==> config.mk <==
export PLATFORM = sky130hd
export DESIGN_NAME = dcc_dac_command_control
export DESIGN_NICKNAME = d
export VERILOG_FILES = /design/src/hw/dcc_sync.v /design/src/hw/dcc_dac_command_control.v
export VERILOG_INCLUDE_DIRS = /design/src /design/src/hw
export SDC_FILE = /design/constraint.sdc
export NUM_CORES = 2
export LEC_CHECK = 0
export BUFFER_PORTS_ARGS = -buffer_cell sky130_fd_sc_hd__buf_2
export CELL_PAD_IN_SITES_DETAIL_PLACEMENT = 0
export CELL_PAD_IN_SITES_GLOBAL_PLACEMENT = 2
export CORE_ASPECT_RATIO = 2
export CORE_MARGIN = 1.5
export CORE_UTILIZATION = 36
export DETAILED_ROUTE_END_ITERATION = 10
export PLACE_DENSITY_LB_ADDON = 0.1
export SLEW_MARGIN = 5
export SYNTH_ARGS = -nofsm -noshare
export SYNTH_HDL_FRONTEND = slang
export SYNTH_SLANG_ARGS = --single-unit
==> constraint.sdc <==
create_clock -name ref_clk -period 19.9 [get_ports ref_clk]
set_input_delay 0.995 -clock ref_clk [delete_from_list [all_inputs] [get_ports ref_clk]]
set_output_delay 0.995 -clock ref_clk [all_outputs]
set_load 0.005 [all_outputs]
==> src/hw/dcc_consts.vh <==
`ifndef DCC_CONSTS_VH
`define DCC_CONSTS_VH
// Frame layout, MSB first
`define DCC_FRAME_BITS 32
`define DCC_CMD_HI 27
`define DCC_CMD_LO 24
`define DCC_ADR_HI 23
`define DCC_ADR_LO 20
`define DCC_DAT_HI 19
`define DCC_DAT_LO 8
`define DCC_PM_HI 9
`define DCC_PM_LO 8
`define DCC_CH_HI 7
`define DCC_CH_LO 0
// Command codes
`define DCC_CMD_WR_IN 4'h0
`define DCC_CMD_UPD 4'h1
`define DCC_CMD_WR_UPD_ALL 4'h2
`define DCC_CMD_WR_UPD 4'h3
`define DCC_CMD_PWR 4'h4
`define DCC_CMD_CLRC 4'h5
`define DCC_CMD_LDREG 4'h6
`define DCC_CMD_RESET 4'h7
`define DCC_CMD_REF 4'h8
// Address codes
`define DCC_ADR_ALL 4'hf
`define DCC_ADR_MAX 4'h7
// Reset values
`define DCC_REF_RST 1'h0
`define DCC_CLRSEL_RST 2'h0
`define DCC_PM_RST 2'h0
`define DCC_CODE_RST 12'h000
// Power-on guard length in ref_clk cycles
`define DCC_POR_CYCLES 3'h7
// Clear codes
`define DCC_CLR_ZERO 12'h000
`define DCC_CLR_MID 12'h800
`define DCC_CLR_FULL 12'hfff
`define DCC_CLRSEL_NOP 2'h3
`endif

==> src/hw/dcc_sync.v <==
`timescale 1ns/1ns
// Two-flop synchroniser for pins from outside ref_clk domain
module dcc_sync #(
  parameter W = 1
) (
  input wire ref_clk, // Block clock
  input wire rst, // Async reset, active high
  input wire [W-1:0] async_in, // Raw pins
  output reg [W-1:0] sync_out // Synchronised level
);
  reg [W-1:0] meta_ff;

  // First stage feeds only the second
  always @(posedge ref_clk or posedge rst) begin
    if (rst) begin
      meta_ff <= {W{1'b1}};
      sync_out <= {W{1'b1}};
    end else begin
      meta_ff <= async_in;
      sync_out <= meta_ff;
    end
  end
endmodule // dcc_sync

==> src/hw/dcc_dac_command_control.v <==
// Behaviour
// RQ1: Address 0 to 7 picks channel of framed group; 15 picks all eight.
// RQ2: Frame select low over 32 falling clock edges; command runs at 32nd.
// RQ3: Frame select rising early clears shift register and drops the write.
// RQ4: Internal reference enables cleared at power-up.
// RQ5: Command 8 loads frame bit 0 into reference enable.
// RQ6: Outputs held at zero code from power-on until first valid write.
// RQ7: Command 7 restores channel registers and control to reset values.
// RQ8: Load strobe and clear pin ignored while power-on reset is active.
// RQ9: Command 4 takes power mode from frame bits 9 and 8.
// RQ10: Power modes: 0 normal, 1 one kilohm, 2 hundred kilohm, 3 high-Z.
// RQ11: Frame bits 7..0 pick which group channels take the power mode.
// RQ12: With internal reference on, power-down applies to whole group only.
// RQ13: Internal reference is off only when all its group channels are down.
// RQ14: Power-down leaves output registers untouched.
// RQ15: Power-up shows input register if strobe low, else held output value.
// RQ16: Clear pin falling edge loads clear code into all 16 channels.
// RQ17: Command 5 loads clear code select from bits 1..0; default zero code.
// RQ18: Cleared state ends at 32nd falling edge of next complete write.
// RQ19: Clear during a write aborts that write.
// RQ20: Frame: 4 spare, 4 command, 4 address, 12 code, 8 spare, MSB first.
// RQ21: Data sampled on each falling serial clock edge.
// RQ22: Both frame selects low writes both groups at once.
// RQ23: Address 8 to 14 selects no channel.
// RQ24: Clear, power and reference settings held per group.
`timescale 1ns/1ns
`include "dcc_consts.vh"
module dcc_dac_command_control #(
  parameter CH = 8, // Channels per group
  parameter DW = 12 // Code width
) (
  input wire ref_clk, // Block clock, 50 MHz
  input wire rst, // Power-on reset, async, active high
  input wire converter_serial_clock, // Serial clock pin
  input wire converter_serial_input, // Serial data pin
  input wire low_group_frame_select_n, // Frame select, channels 0..7
  input wire high_group_frame_select_n, // Frame select, channels 8..15
  input wire output_load_strobe_n, // Load strobe pin, active low
  input wire output_clear_pin_n, // Clear pin, falling edge active
  output reg [2*CH*DW-1:0] channel_code_ff, // Code presented to each channel
  output reg [4*CH-1:0] power_mode_ff, // Two bits per channel
  output reg [1:0] internal_reference_on_ff, // Reference powered, per group
  output reg [1:0] clear_active_ff // Group in cleared state
);
  localparam NCH = 2 * CH;
  localparam FB = `DCC_FRAME_BITS;

  // Pins pass two flops before use
  // A 160 ns serial clock gives four samples per half period; a slower block clock would miss edges
  wire [4:0] pin_s;
  dcc_sync #(.W(5)) u_sync (
    .ref_clk(ref_clk),
    .rst(rst),
    .async_in({converter_serial_clock, converter_serial_input, low_group_frame_select_n,
               high_group_frame_select_n, output_clear_pin_n}),
    .sync_out(pin_s)
  );
  wire sclk_s = pin_s[4];
  wire sdin_s = pin_s[3];
  wire fs_lo_n_s = pin_s[2];
  wire fs_hi_n_s = pin_s[1];
  wire clr_n_s = pin_s[0];

  // Strobe level only, so one extra synchroniser
  // Only the level matters for the strobe, so it keeps no edge history
  reg output_load_strobe_meta_ff;
  reg output_load_strobe_s_ff;
  always @(posedge ref_clk or posedge rst) begin
    if (rst) begin
      output_load_strobe_meta_ff <= 1'b1;
      output_load_strobe_s_ff <= 1'b1;
    end else begin
      output_load_strobe_meta_ff <= output_load_strobe_n;
      output_load_strobe_s_ff <= output_load_strobe_meta_ff;
    end
  end

  // Edge history for the synchronised pins
  // Reset values match the idle pin levels, so no false edge follows reset
  reg sclk_d_ff;
  reg clr_d_ff;
  reg [1:0] fs_d_ff;
  always @(posedge ref_clk or posedge rst) begin
    if (rst) begin
      sclk_d_ff <= 1'b1;
      clr_d_ff <= 1'b1;
      fs_d_ff <= 2'h3;
    end else begin
      sclk_d_ff <= sclk_s;
      clr_d_ff <= clr_n_s;
      fs_d_ff <= {fs_hi_n_s, fs_lo_n_s};
    end
  end
  wire sclk_fall = sclk_d_ff & ~sclk_s; // [RQ21]
  wire clr_fall = clr_d_ff & ~clr_n_s;
  wire [1:0] fs_low = ~{fs_hi_n_s, fs_lo_n_s};
  wire [1:0] fs_start = fs_d_ff & fs_low;
  wire any_low = |fs_low;

  // Power-on guard: strobe and clear are ignored for the first cycles after reset
  // Limitation: a clear edge inside the guard is lost, not deferred
  reg [2:0] por_cnt_ff;
  wire por_busy = (por_cnt_ff != `DCC_POR_CYCLES);
  always @(posedge ref_clk or posedge rst) begin
    if (rst) begin
      por_cnt_ff <= 3'h0;
    end else if (por_busy) begin
      por_cnt_ff <= por_cnt_ff + 3'h1;
    end
  end
  wire clr_evt = clr_fall & ~por_busy; // [RQ8]
  wire output_load_strobe_low = ~output_load_strobe_s_ff & ~por_busy; // [RQ8]

  // Shift register and bit counter; groups latched at frame start
  // Extra serial clocks after the 32nd are ignored until a select rises and falls again
  reg [FB-1:0] shift_ff;
  reg [5:0] bitcnt_ff;
  reg [1:0] grp_ff;
  reg busy_ff;
  reg [FB-1:0] nxt_shift;
  reg [5:0] nxt_bitcnt;
  reg [1:0] nxt_grp;
  reg nxt_busy;
  reg exec;
  always @* begin
    nxt_shift = shift_ff;
    nxt_bitcnt = bitcnt_ff;
    nxt_grp = grp_ff;
    nxt_busy = busy_ff;
    exec = 1'b0;
    if (!any_low || clr_evt) begin
      // Frame cut short or clear hit: discard everything [RQ3] [RQ19]
      nxt_shift = {FB{1'b0}};
      nxt_bitcnt = 6'h0;
      nxt_busy = 1'b0;
      nxt_grp = 2'h0;
    end else if (|fs_start && !busy_ff) begin
      nxt_busy = 1'b1;
      nxt_grp = fs_low; // [RQ22]
      nxt_bitcnt = 6'h0;
      nxt_shift = {FB{1'b0}};
    end else if (busy_ff) begin
      // A group whose select rose early drops out of this frame [RQ3]
      nxt_grp = grp_ff & fs_low;
      if (sclk_fall) begin
        nxt_shift = {shift_ff[FB-2:0], sdin_s}; // [RQ20] [RQ21]
        nxt_bitcnt = bitcnt_ff + 6'h1;
        if (bitcnt_ff == FB - 1) begin
          exec = 1'b1; // [RQ2]
          nxt_busy = 1'b0; // Next frame needs a new falling frame select
        end
      end
    end
  end
  always @(posedge ref_clk or posedge rst) begin
    if (rst) begin
      shift_ff <= {FB{1'b0}};
      bitcnt_ff <= 6'h0;
      grp_ff <= 2'h0;
      busy_ff <= 1'b0;
    end else begin
      shift_ff <= nxt_shift;
      bitcnt_ff <= nxt_bitcnt;
      grp_ff <= nxt_grp;
      busy_ff <= nxt_busy;
    end
  end

  // Decode the completed frame
  // Decoding nxt_shift lets the command act in the same cycle as the 32nd bit
  // Fields outside a command's own layout are don't care and go unused
  wire [3:0] cmd = nxt_shift[`DCC_CMD_HI:`DCC_CMD_LO];
  wire [3:0] adr = nxt_shift[`DCC_ADR_HI:`DCC_ADR_LO];
  wire [DW-1:0] dat = nxt_shift[`DCC_DAT_HI:`DCC_DAT_LO];
  wire [1:0] pm = nxt_shift[`DCC_PM_HI:`DCC_PM_LO];
  wire [CH-1:0] pm_sel = nxt_shift[`DCC_CH_HI:`DCC_CH_LO];
  wire [CH-1:0] ldreg_bits = nxt_shift[`DCC_CH_HI:`DCC_CH_LO];
  wire [1:0] clrsel_bits = nxt_shift[1:0];
  wire ref_bit = nxt_shift[0];

  // Per-group settings [RQ24]
  reg [1:0] ref_en_ff; // internal_reference_enable
  reg [3:0] clrsel_ff; // clear_code_select, two per group
  reg [2*CH-1:0] ldreg_ff; // Per-channel strobe override
  reg [1:0] first_ok_ff; // A valid write has completed since reset
  reg [NCH*DW-1:0] in_reg_ff;
  reg [NCH*DW-1:0] out_reg_ff;

  genvar g;
  generate
    for (g = 0; g < 2; g = g + 1) begin : grp_ctl
      wire hit = exec && nxt_grp[g];
      wire soft_rst = hit && (cmd == `DCC_CMD_RESET); // [RQ7]
      always @(posedge ref_clk or posedge rst) begin
        if (rst) begin
          ref_en_ff[g] <= `DCC_REF_RST; // [RQ4]
          clrsel_ff[2*g+1:2*g] <= `DCC_CLRSEL_RST; // [RQ17]
          ldreg_ff[CH*g+CH-1:CH*g] <= {CH{1'b0}};
          first_ok_ff[g] <= 1'b0;
          clear_active_ff[g] <= 1'b0;
        end else begin
          // Clear wins over a write in the same cycle; that write is aborted anyway
          if (clr_evt) begin
            clear_active_ff[g] <= 1'b1;
          end else if (hit) begin
            clear_active_ff[g] <= 1'b0; // [RQ18]
          end
          if (soft_rst) begin
            ref_en_ff[g] <= `DCC_REF_RST;
            clrsel_ff[2*g+1:2*g] <= `DCC_CLRSEL_RST;
            ldreg_ff[CH*g+CH-1:CH*g] <= {CH{1'b0}};
            first_ok_ff[g] <= 1'b0; // Back to zero-code hold
          end else if (hit) begin
            first_ok_ff[g] <= 1'b1; // [RQ6]
            if (cmd == `DCC_CMD_REF) begin
              ref_en_ff[g] <= ref_bit; // [RQ5]
            end
            if (cmd == `DCC_CMD_CLRC) begin
              clrsel_ff[2*g+1:2*g] <= clrsel_bits; // [RQ17]
            end
            if (cmd == `DCC_CMD_LDREG) begin
              ldreg_ff[CH*g+CH-1:CH*g] <= ldreg_bits;
            end
          end
        end
      end
    end
  endgenerate

  // Clear code decode per group; select 3 is no operation
  // Select 3 never reaches this function; the default only keeps the case complete
  function [DW-1:0] clr_code;
    input [1:0] sel;
    begin
      case (sel)
        2'h0: clr_code = `DCC_CLR_ZERO;
        2'h1: clr_code = `DCC_CLR_MID;
        2'h2: clr_code = `DCC_CLR_FULL;
        default: clr_code = `DCC_CLR_ZERO;
      endcase
    end
  endfunction

  // Group power-mode gate: a subset request is dropped while reference is on
  // Dropping the whole request keeps the group from splitting while the reference runs
  wire [1:0] pm_cmd_ok;
  generate
    for (g = 0; g < 2; g = g + 1) begin : pm_gate
      assign pm_cmd_ok[g] = exec && nxt_grp[g] && (cmd == `DCC_CMD_PWR) &&
                            (!ref_en_ff[g] || pm_sel == {CH{1'b1}}); // [RQ12]
    end
  endgenerate

  // Per-channel registers
  // Priority: soft reset, then clear, then the frame's own command
  // Strobe held low tracks the input register for every powered channel
  genvar c;
  generate
    for (c = 0; c < NCH; c = c + 1) begin : chan
      localparam G = c / CH;
      localparam L = c % CH;
      wire hit = exec && nxt_grp[G];
      wire sel = hit && ((adr == `DCC_ADR_ALL) || (adr <= `DCC_ADR_MAX && adr[2:0] == L)); // [RQ1] [RQ23]
      wire sync_upd = ldreg_ff[c] || output_load_strobe_low;
      wire [1:0] clrsel = clrsel_ff[2*G+1:2*G];
      wire [DW-1:0] in_now = in_reg_ff[c*DW+DW-1:c*DW];
      wire [1:0] pm_now = power_mode_ff[2*c+1:2*c];
      always @(posedge ref_clk or posedge rst) begin
        if (rst) begin
          in_reg_ff[c*DW+DW-1:c*DW] <= `DCC_CODE_RST;
          out_reg_ff[c*DW+DW-1:c*DW] <= `DCC_CODE_RST;
          power_mode_ff[2*c+1:2*c] <= `DCC_PM_RST;
        end else if (hit && cmd == `DCC_CMD_RESET) begin
          in_reg_ff[c*DW+DW-1:c*DW] <= `DCC_CODE_RST; // [RQ7]
          out_reg_ff[c*DW+DW-1:c*DW] <= `DCC_CODE_RST;
          power_mode_ff[2*c+1:2*c] <= `DCC_PM_RST;
        end else if (clr_evt && clrsel != `DCC_CLRSEL_NOP) begin
          in_reg_ff[c*DW+DW-1:c*DW] <= clr_code(clrsel); // [RQ16]
          out_reg_ff[c*DW+DW-1:c*DW] <= clr_code(clrsel);
        end else begin
          if (pm_cmd_ok[G] && pm_sel[L]) begin
            power_mode_ff[2*c+1:2*c] <= pm; // [RQ9] [RQ10] [RQ11]
            // Power-up with strobe low shows the input register [RQ15]
            if (pm == `DCC_PM_RST && pm_now != `DCC_PM_RST && output_load_strobe_low) begin
              out_reg_ff[c*DW+DW-1:c*DW] <= in_now;
            end
          end
          if (sel && (cmd == `DCC_CMD_WR_IN || cmd == `DCC_CMD_WR_UPD_ALL || cmd == `DCC_CMD_WR_UPD)) begin
            in_reg_ff[c*DW+DW-1:c*DW] <= dat;
          end
          // Output register updates; power-down never touches it, power-up with strobe low loads the input register [RQ14]
          if (sel && cmd == `DCC_CMD_WR_UPD) begin
            out_reg_ff[c*DW+DW-1:c*DW] <= dat;
          end else if (sel && cmd == `DCC_CMD_WR_IN && sync_upd) begin
            out_reg_ff[c*DW+DW-1:c*DW] <= dat;
          end else if (sel && cmd == `DCC_CMD_WR_UPD_ALL) begin
            out_reg_ff[c*DW+DW-1:c*DW] <= dat;
          end else if (hit && cmd == `DCC_CMD_WR_UPD_ALL) begin
            out_reg_ff[c*DW+DW-1:c*DW] <= in_now;
          end else if (sel && cmd == `DCC_CMD_UPD) begin
            out_reg_ff[c*DW+DW-1:c*DW] <= in_now;
          end else if (~output_load_strobe_s_ff && output_load_strobe_low && pm_now == `DCC_PM_RST) begin
            out_reg_ff[c*DW+DW-1:c*DW] <= in_now; // Asynchronous strobe load
          end
        end
      end

      // Zero code until first valid write of this group [RQ6]
      // Registered so the pins see one clean change per update
      always @(posedge ref_clk or posedge rst) begin
        if (rst) begin
          channel_code_ff[c*DW+DW-1:c*DW] <= `DCC_CODE_RST;
        end else if (!first_ok_ff[G]) begin
          channel_code_ff[c*DW+DW-1:c*DW] <= `DCC_CODE_RST;
        end else begin
          channel_code_ff[c*DW+DW-1:c*DW] <= out_reg_ff[c*DW+DW-1:c*DW];
        end
      end
    end
  endgenerate

  // Reference runs while enabled and any channel of the group is up [RQ13]
  // One cycle behind the power modes; the analog side settles far slower
  generate
    for (g = 0; g < 2; g = g + 1) begin : ref_pwr
      wire [CH-1:0] up;
      genvar k;
      for (k = 0; k < CH; k = k + 1) begin : up_bit
        assign up[k] = (power_mode_ff[2*(g*CH+k)+1:2*(g*CH+k)] == `DCC_PM_RST);
      end
      always @(posedge ref_clk or posedge rst) begin
        if (rst) begin
          internal_reference_on_ff[g] <= 1'b0;
        end else begin
          internal_reference_on_ff[g] <= ref_en_ff[g] && (|up);
        end
      end
    end
  endgenerate
endmodule // dcc_dac_command_control

==> parameters.txt <==
Parameter                              Value

Status
  Outcome ... complete, no violations

Global route
  Maximum number of pins on one net before global-route repair ... 177
  Sum of overflow across all layers after global routing ... 0
  Antenna violations before repair ... 0
  First-pass GRT wire length ... 152000 um
  Total GRT Usage ... 24.0%
  Via count of the first global-routing pass ... 22300

Synthesis
  Flip-flop and latch count after synthesis ... 692
  Average instance area after synthesis ... 11.1 um^2
  Number of distinct library cells after synthesis ... 93
  Post-synth EDFFs ... 0
  Net count after synthesis ... 2737
  Share of synthesized area occupied by flip-flops and latches ... 57.1%
  Yosys synthesis warning count ... 0
  Synth Instances ... 2722
  Leading register cell type out of synthesis ... sky130_fd_sc_hd__dfrtp_1
  Share of flip-flops with an asynchronous set or reset after synthesis ... 100%
  Synthesized area ... 0.0303 mm^2

Worst setup path
  WS Path Type ... reg -> reg
  Reg-to-Reg End ... out_reg_ff[124]
  Data arrival time of the worst path ... 6020 ps
  Register-to-Register Setup Slack ... 14410 ps
  Endpoint required time on the critical path ... 20430 ps
  CP Launch Type ... flip-flop
  Peak fanout along the critical path ... 25
  Reg2Reg Depth ... 9
  Reg2Reg Launch Point ... por_cnt_ff[0]
  Kind of end point of the critical path ... flip-flop

Timing
  Final number of hold-violating endpoints ... 0
  Transition time at the pin with the least slew margin ... 1300 ps
  Sum Neg Setup Slack ... 0 ps
  Max-slew violation count ... 0
  Clock period minus final worst setup slack ... 5490 ps
  Slew Limit Headroom ... 12.8%
  Setup skew after layout ... 28.0 ps
  Number of endpoints failing setup at the final stage ... 0
  Timing-limited maximum frequency ... 182 MHz
  Unrepaired setup endpoints after global routing ... false
  Crit share post-route ... 27.6%

Drt
  Number of search-and-repair iterations in the first detailed-routing pass ... 7
  Routed length per instance ... 25.6 um
  Detailed Route WL ... 102000 um
  DR vias/cell ... 5.35
  DRC violations left ... 0
  Number of DRC markers in iteration 0 ... 1082
  Total via count after detailed routing ... 21400
  Remaining antenna violation count after routing ... 0

CTS
  H-tree depth ... 3
  CTS tree ... built
  Insertion delay of the later-clocked pin in the worst-skew pair ... 670 ps
  Clock transition at the register clock pins on the worst setup and hold paths after CTS ... 70 ps
  Post-CTS Setup Inserts ... 0
  Buffer type at the clock tree root ... sky130_fd_sc_hd__clkbuf_16
  Hold buffer count at CTS ... 0
  Number of buffers on the longest clock path ... 3
  Post-cts repair resize count ... 0
  CTS Buf Count ... 68
  Number of sinks driven by the clock tree ... 692

Pwr
  Maximum resistive drop on vdd ... 0.0569 mV
  LEAKAGE ... 16.6 nW
  Power density cells ... 92.2 mW/mm^2

Placement
  IO buf count ... 235
  Placed cell count ... 3873
  HPWL after detailed placement ... 72700 um
  Final weighted congestion in routability-driven placement ... 0.900

Die
  Std-Cell Rows ... 150
  DIE WIDTH ... 208 um
  Initial core utilization ... 36.3%
  I/O pin total ... 236
  Die extent in y ... 414 um
  Die Outline Area ... 0.0861 mm^2
  Std-Cell Core Area ... 0.0835 mm^2

Flow run
  Max_cap viols ... 0

Layout
  Count of non-filler cells in the finished layout ... 3997
  Synth-to-Final Area Change ... 14.5%
  Number of filler cells placed in the layout ... 8041
  Share of layout cells above drive strength 1 ... 25.0%
  Final layout net count ... 2894

Worst hold path
  Worst Hold Class ... in -> async
-- synth_stat cells (24+ instances only) --
master,count,share of area (%)
sky130_fd_sc_hd__dfrtp_1,676,56
sky130_fd_sc_hd__nand2_1,268,3.3
sky130_fd_sc_hd__nor2_1,268,3.3
sky130_fd_sc_hd__mux2_2,226,8.4
sky130_fd_sc_hd__and2_1,197,4.1
sky130_fd_sc_hd__a211oi_1,145,3.6
sky130_fd_sc_hd__o21ai_0,136,2.2
sky130_fd_sc_hd__clkbuf_1,113,1.4
sky130_fd_sc_hd__a21oi_1,77,1.3
sky130_fd_sc_hd__nor3_1,73,1.2
sky130_fd_sc_hd__buf_2,56,0.92
sky130_fd_sc_hd__nand3_1,52,0.86
sky130_fd_sc_hd__mux2i_1,46,1.5
sky130_fd_sc_hd__mux2_1,33,1.2
sky130_fd_sc_hd__o211ai_1,26,0.64
sky130_fd_sc_hd__buf_4,25,0.62
sky130_fd_sc_hd__inv_1,24,0.30
-- power by group --
| part | internal (mW) | switching, mW | total, mW |
|---|---|---|---|
| Clock | 0.764 | 0.584 | 1.35 |
| Sequential | 1.50 | 0.0572 | 1.56 |
| Combinational | 0.114 | 0.178 | 0.293 |
| Total | 2.38 | 0.820 | 3.20 |
-- layout make-up --
| class | count | area (um^2) | share of cell area (%) |
|---|---|---|---|
| timing repair buffer | 293 | 1660 | 4.78 |
| sequential | 692 | 17300 | 49.9 |
| multi-input combinational | 1799 | 12000 | 34.6 |
| clock buffer | 92 | 1960 | 5.65 |
| tap | 1064 | 1330 | 3.83 |
| clock inverter | 31 | 333 | 0.958 |
| inverter | 25 | 97.6 | 0.281 |
| antenna | 1 | 2.50 | 0.00721 |
-- cells by family (layout without fill, tap and decap cells) --
| kind of cell | Yosys count | in the layout | share of synthesized area [%] |
|---|---|---|---|
| mux | 316 | 316 | 11.7 |
| xor+xnor | 10 | 10 | 0.289 |
| other cells | 0 | 1 | 0 |
| simple gates | 947 | 947 | 15.2 |
| compound gates | 519 | 519 | 11.9 |
| buf+inv | 231 | 441 | 3.52 |
| fa+ha+maj | 7 | 7 | 0.289 |
| flops | 692 | 692 | 57.1 |
-- stage by stage --
| step | setup WS (ps) | util [%] | instance area [um^2] | hold WS, ps | power, mW |
|---|---|---|---|---|---|
| 6_report | 14410 | 41.6 | 34700 | 323 | 3.20 |
| 4_1_cts | 14340 | 41.6 | 34700 | 291 | 3.25 |
| 3_3_place_gp | 14530 | 38.8 | 32400 | 346 | 1.88 |
| 5_1_grt | 14070 | 41.6 | 34700 | 317 | 3.33 |
| 3_5_place_dp | 14390 | 38.8 | 32400 | 347 | 1.88 |
| 2_1_floorplan | 9450 | - | 30300 | 345 | 1.78 |
-- metal layers --
metal	global-route usage, %	wire length (um)	vias to the layer above
li1	-	-	9837
met2	44.8	55000	583
met3	3.31	3480	203
met4	15.0	6860	0
met1	25.3	36900	10800
met5	0	0	-
-- worst max path at each step --
stage / startpoint / end / slack [ps]
6_report: por_cnt_ff[0] / out_reg_ff[124] / 14410
2_1_floorplan: rst / bitcnt_ff[0] / 9450
5_1_grt: por_cnt_ff[0] / out_reg_ff[124] / 14070
3_5_place_dp: por_cnt_ff[0] / out_reg_ff[124] / 14390
3_3_place_gp: por_cnt_ff[0] / out_reg_ff[129] / 14530
4_1_cts: por_cnt_ff[0] / out_reg_ff[124] / 14340
-- placed cells by master, fill, tap and decap left out, drive strengths merged, types with 52 or more instances in the layout --
cell type	synthesis	layout
dfrtp	676	676
buf	93	293
nand2	270	270
nor2	269	269
mux2	269	269
and2	197	197
a211oi	149	149
o21ai	146	146
clkbuf	113	92
a21oi	79	79
nor3	78	78
nand3	52	52
-- flip-flops by register name, indices dropped and copies added, names as in the netlist --
name                        count
bitcnt_ff                       6
busy_ff                         1
out_reg_ff                    192
output_load_strobe_meta_ff      1
ref_en_ff                       2
ldreg_ff                       16
clr_d_ff                        1
output_load_strobe_s_ff         1
clear_active_ff                 2
u_sync.meta_ff                  5
internal_reference_on_ff        2
first_ok_ff                     2
chan.clrsel                     4
shift_ff                       28
chan.in_now                   192
channel_code_ff               192
fs_d_ff                         2
grp_ff                          2
sclk_d_ff                       1
por_cnt_ff                      3
chan.pm_now                    32
u_sync.sync_out                 5
-- worst max-delay path, cell delays in order (launching register included) --
cell                       delay (ps)
sky130_fd_sc_hd__dfrtp_1          410
sky130_fd_sc_hd__ha_1             220
sky130_fd_sc_hd__ha_1             270
sky130_fd_sc_hd__nand3b_2         270
sky130_fd_sc_hd__and2_1           740
sky130_fd_sc_hd__nand2_1          870
sky130_fd_sc_hd__a21oi_1         1140
sky130_fd_sc_hd__a31oi_1          380
sky130_fd_sc_hd__nand3_1          630
sky130_fd_sc_hd__mux2_2           410
Note: power is estimated with default switching activity, not from simulation.
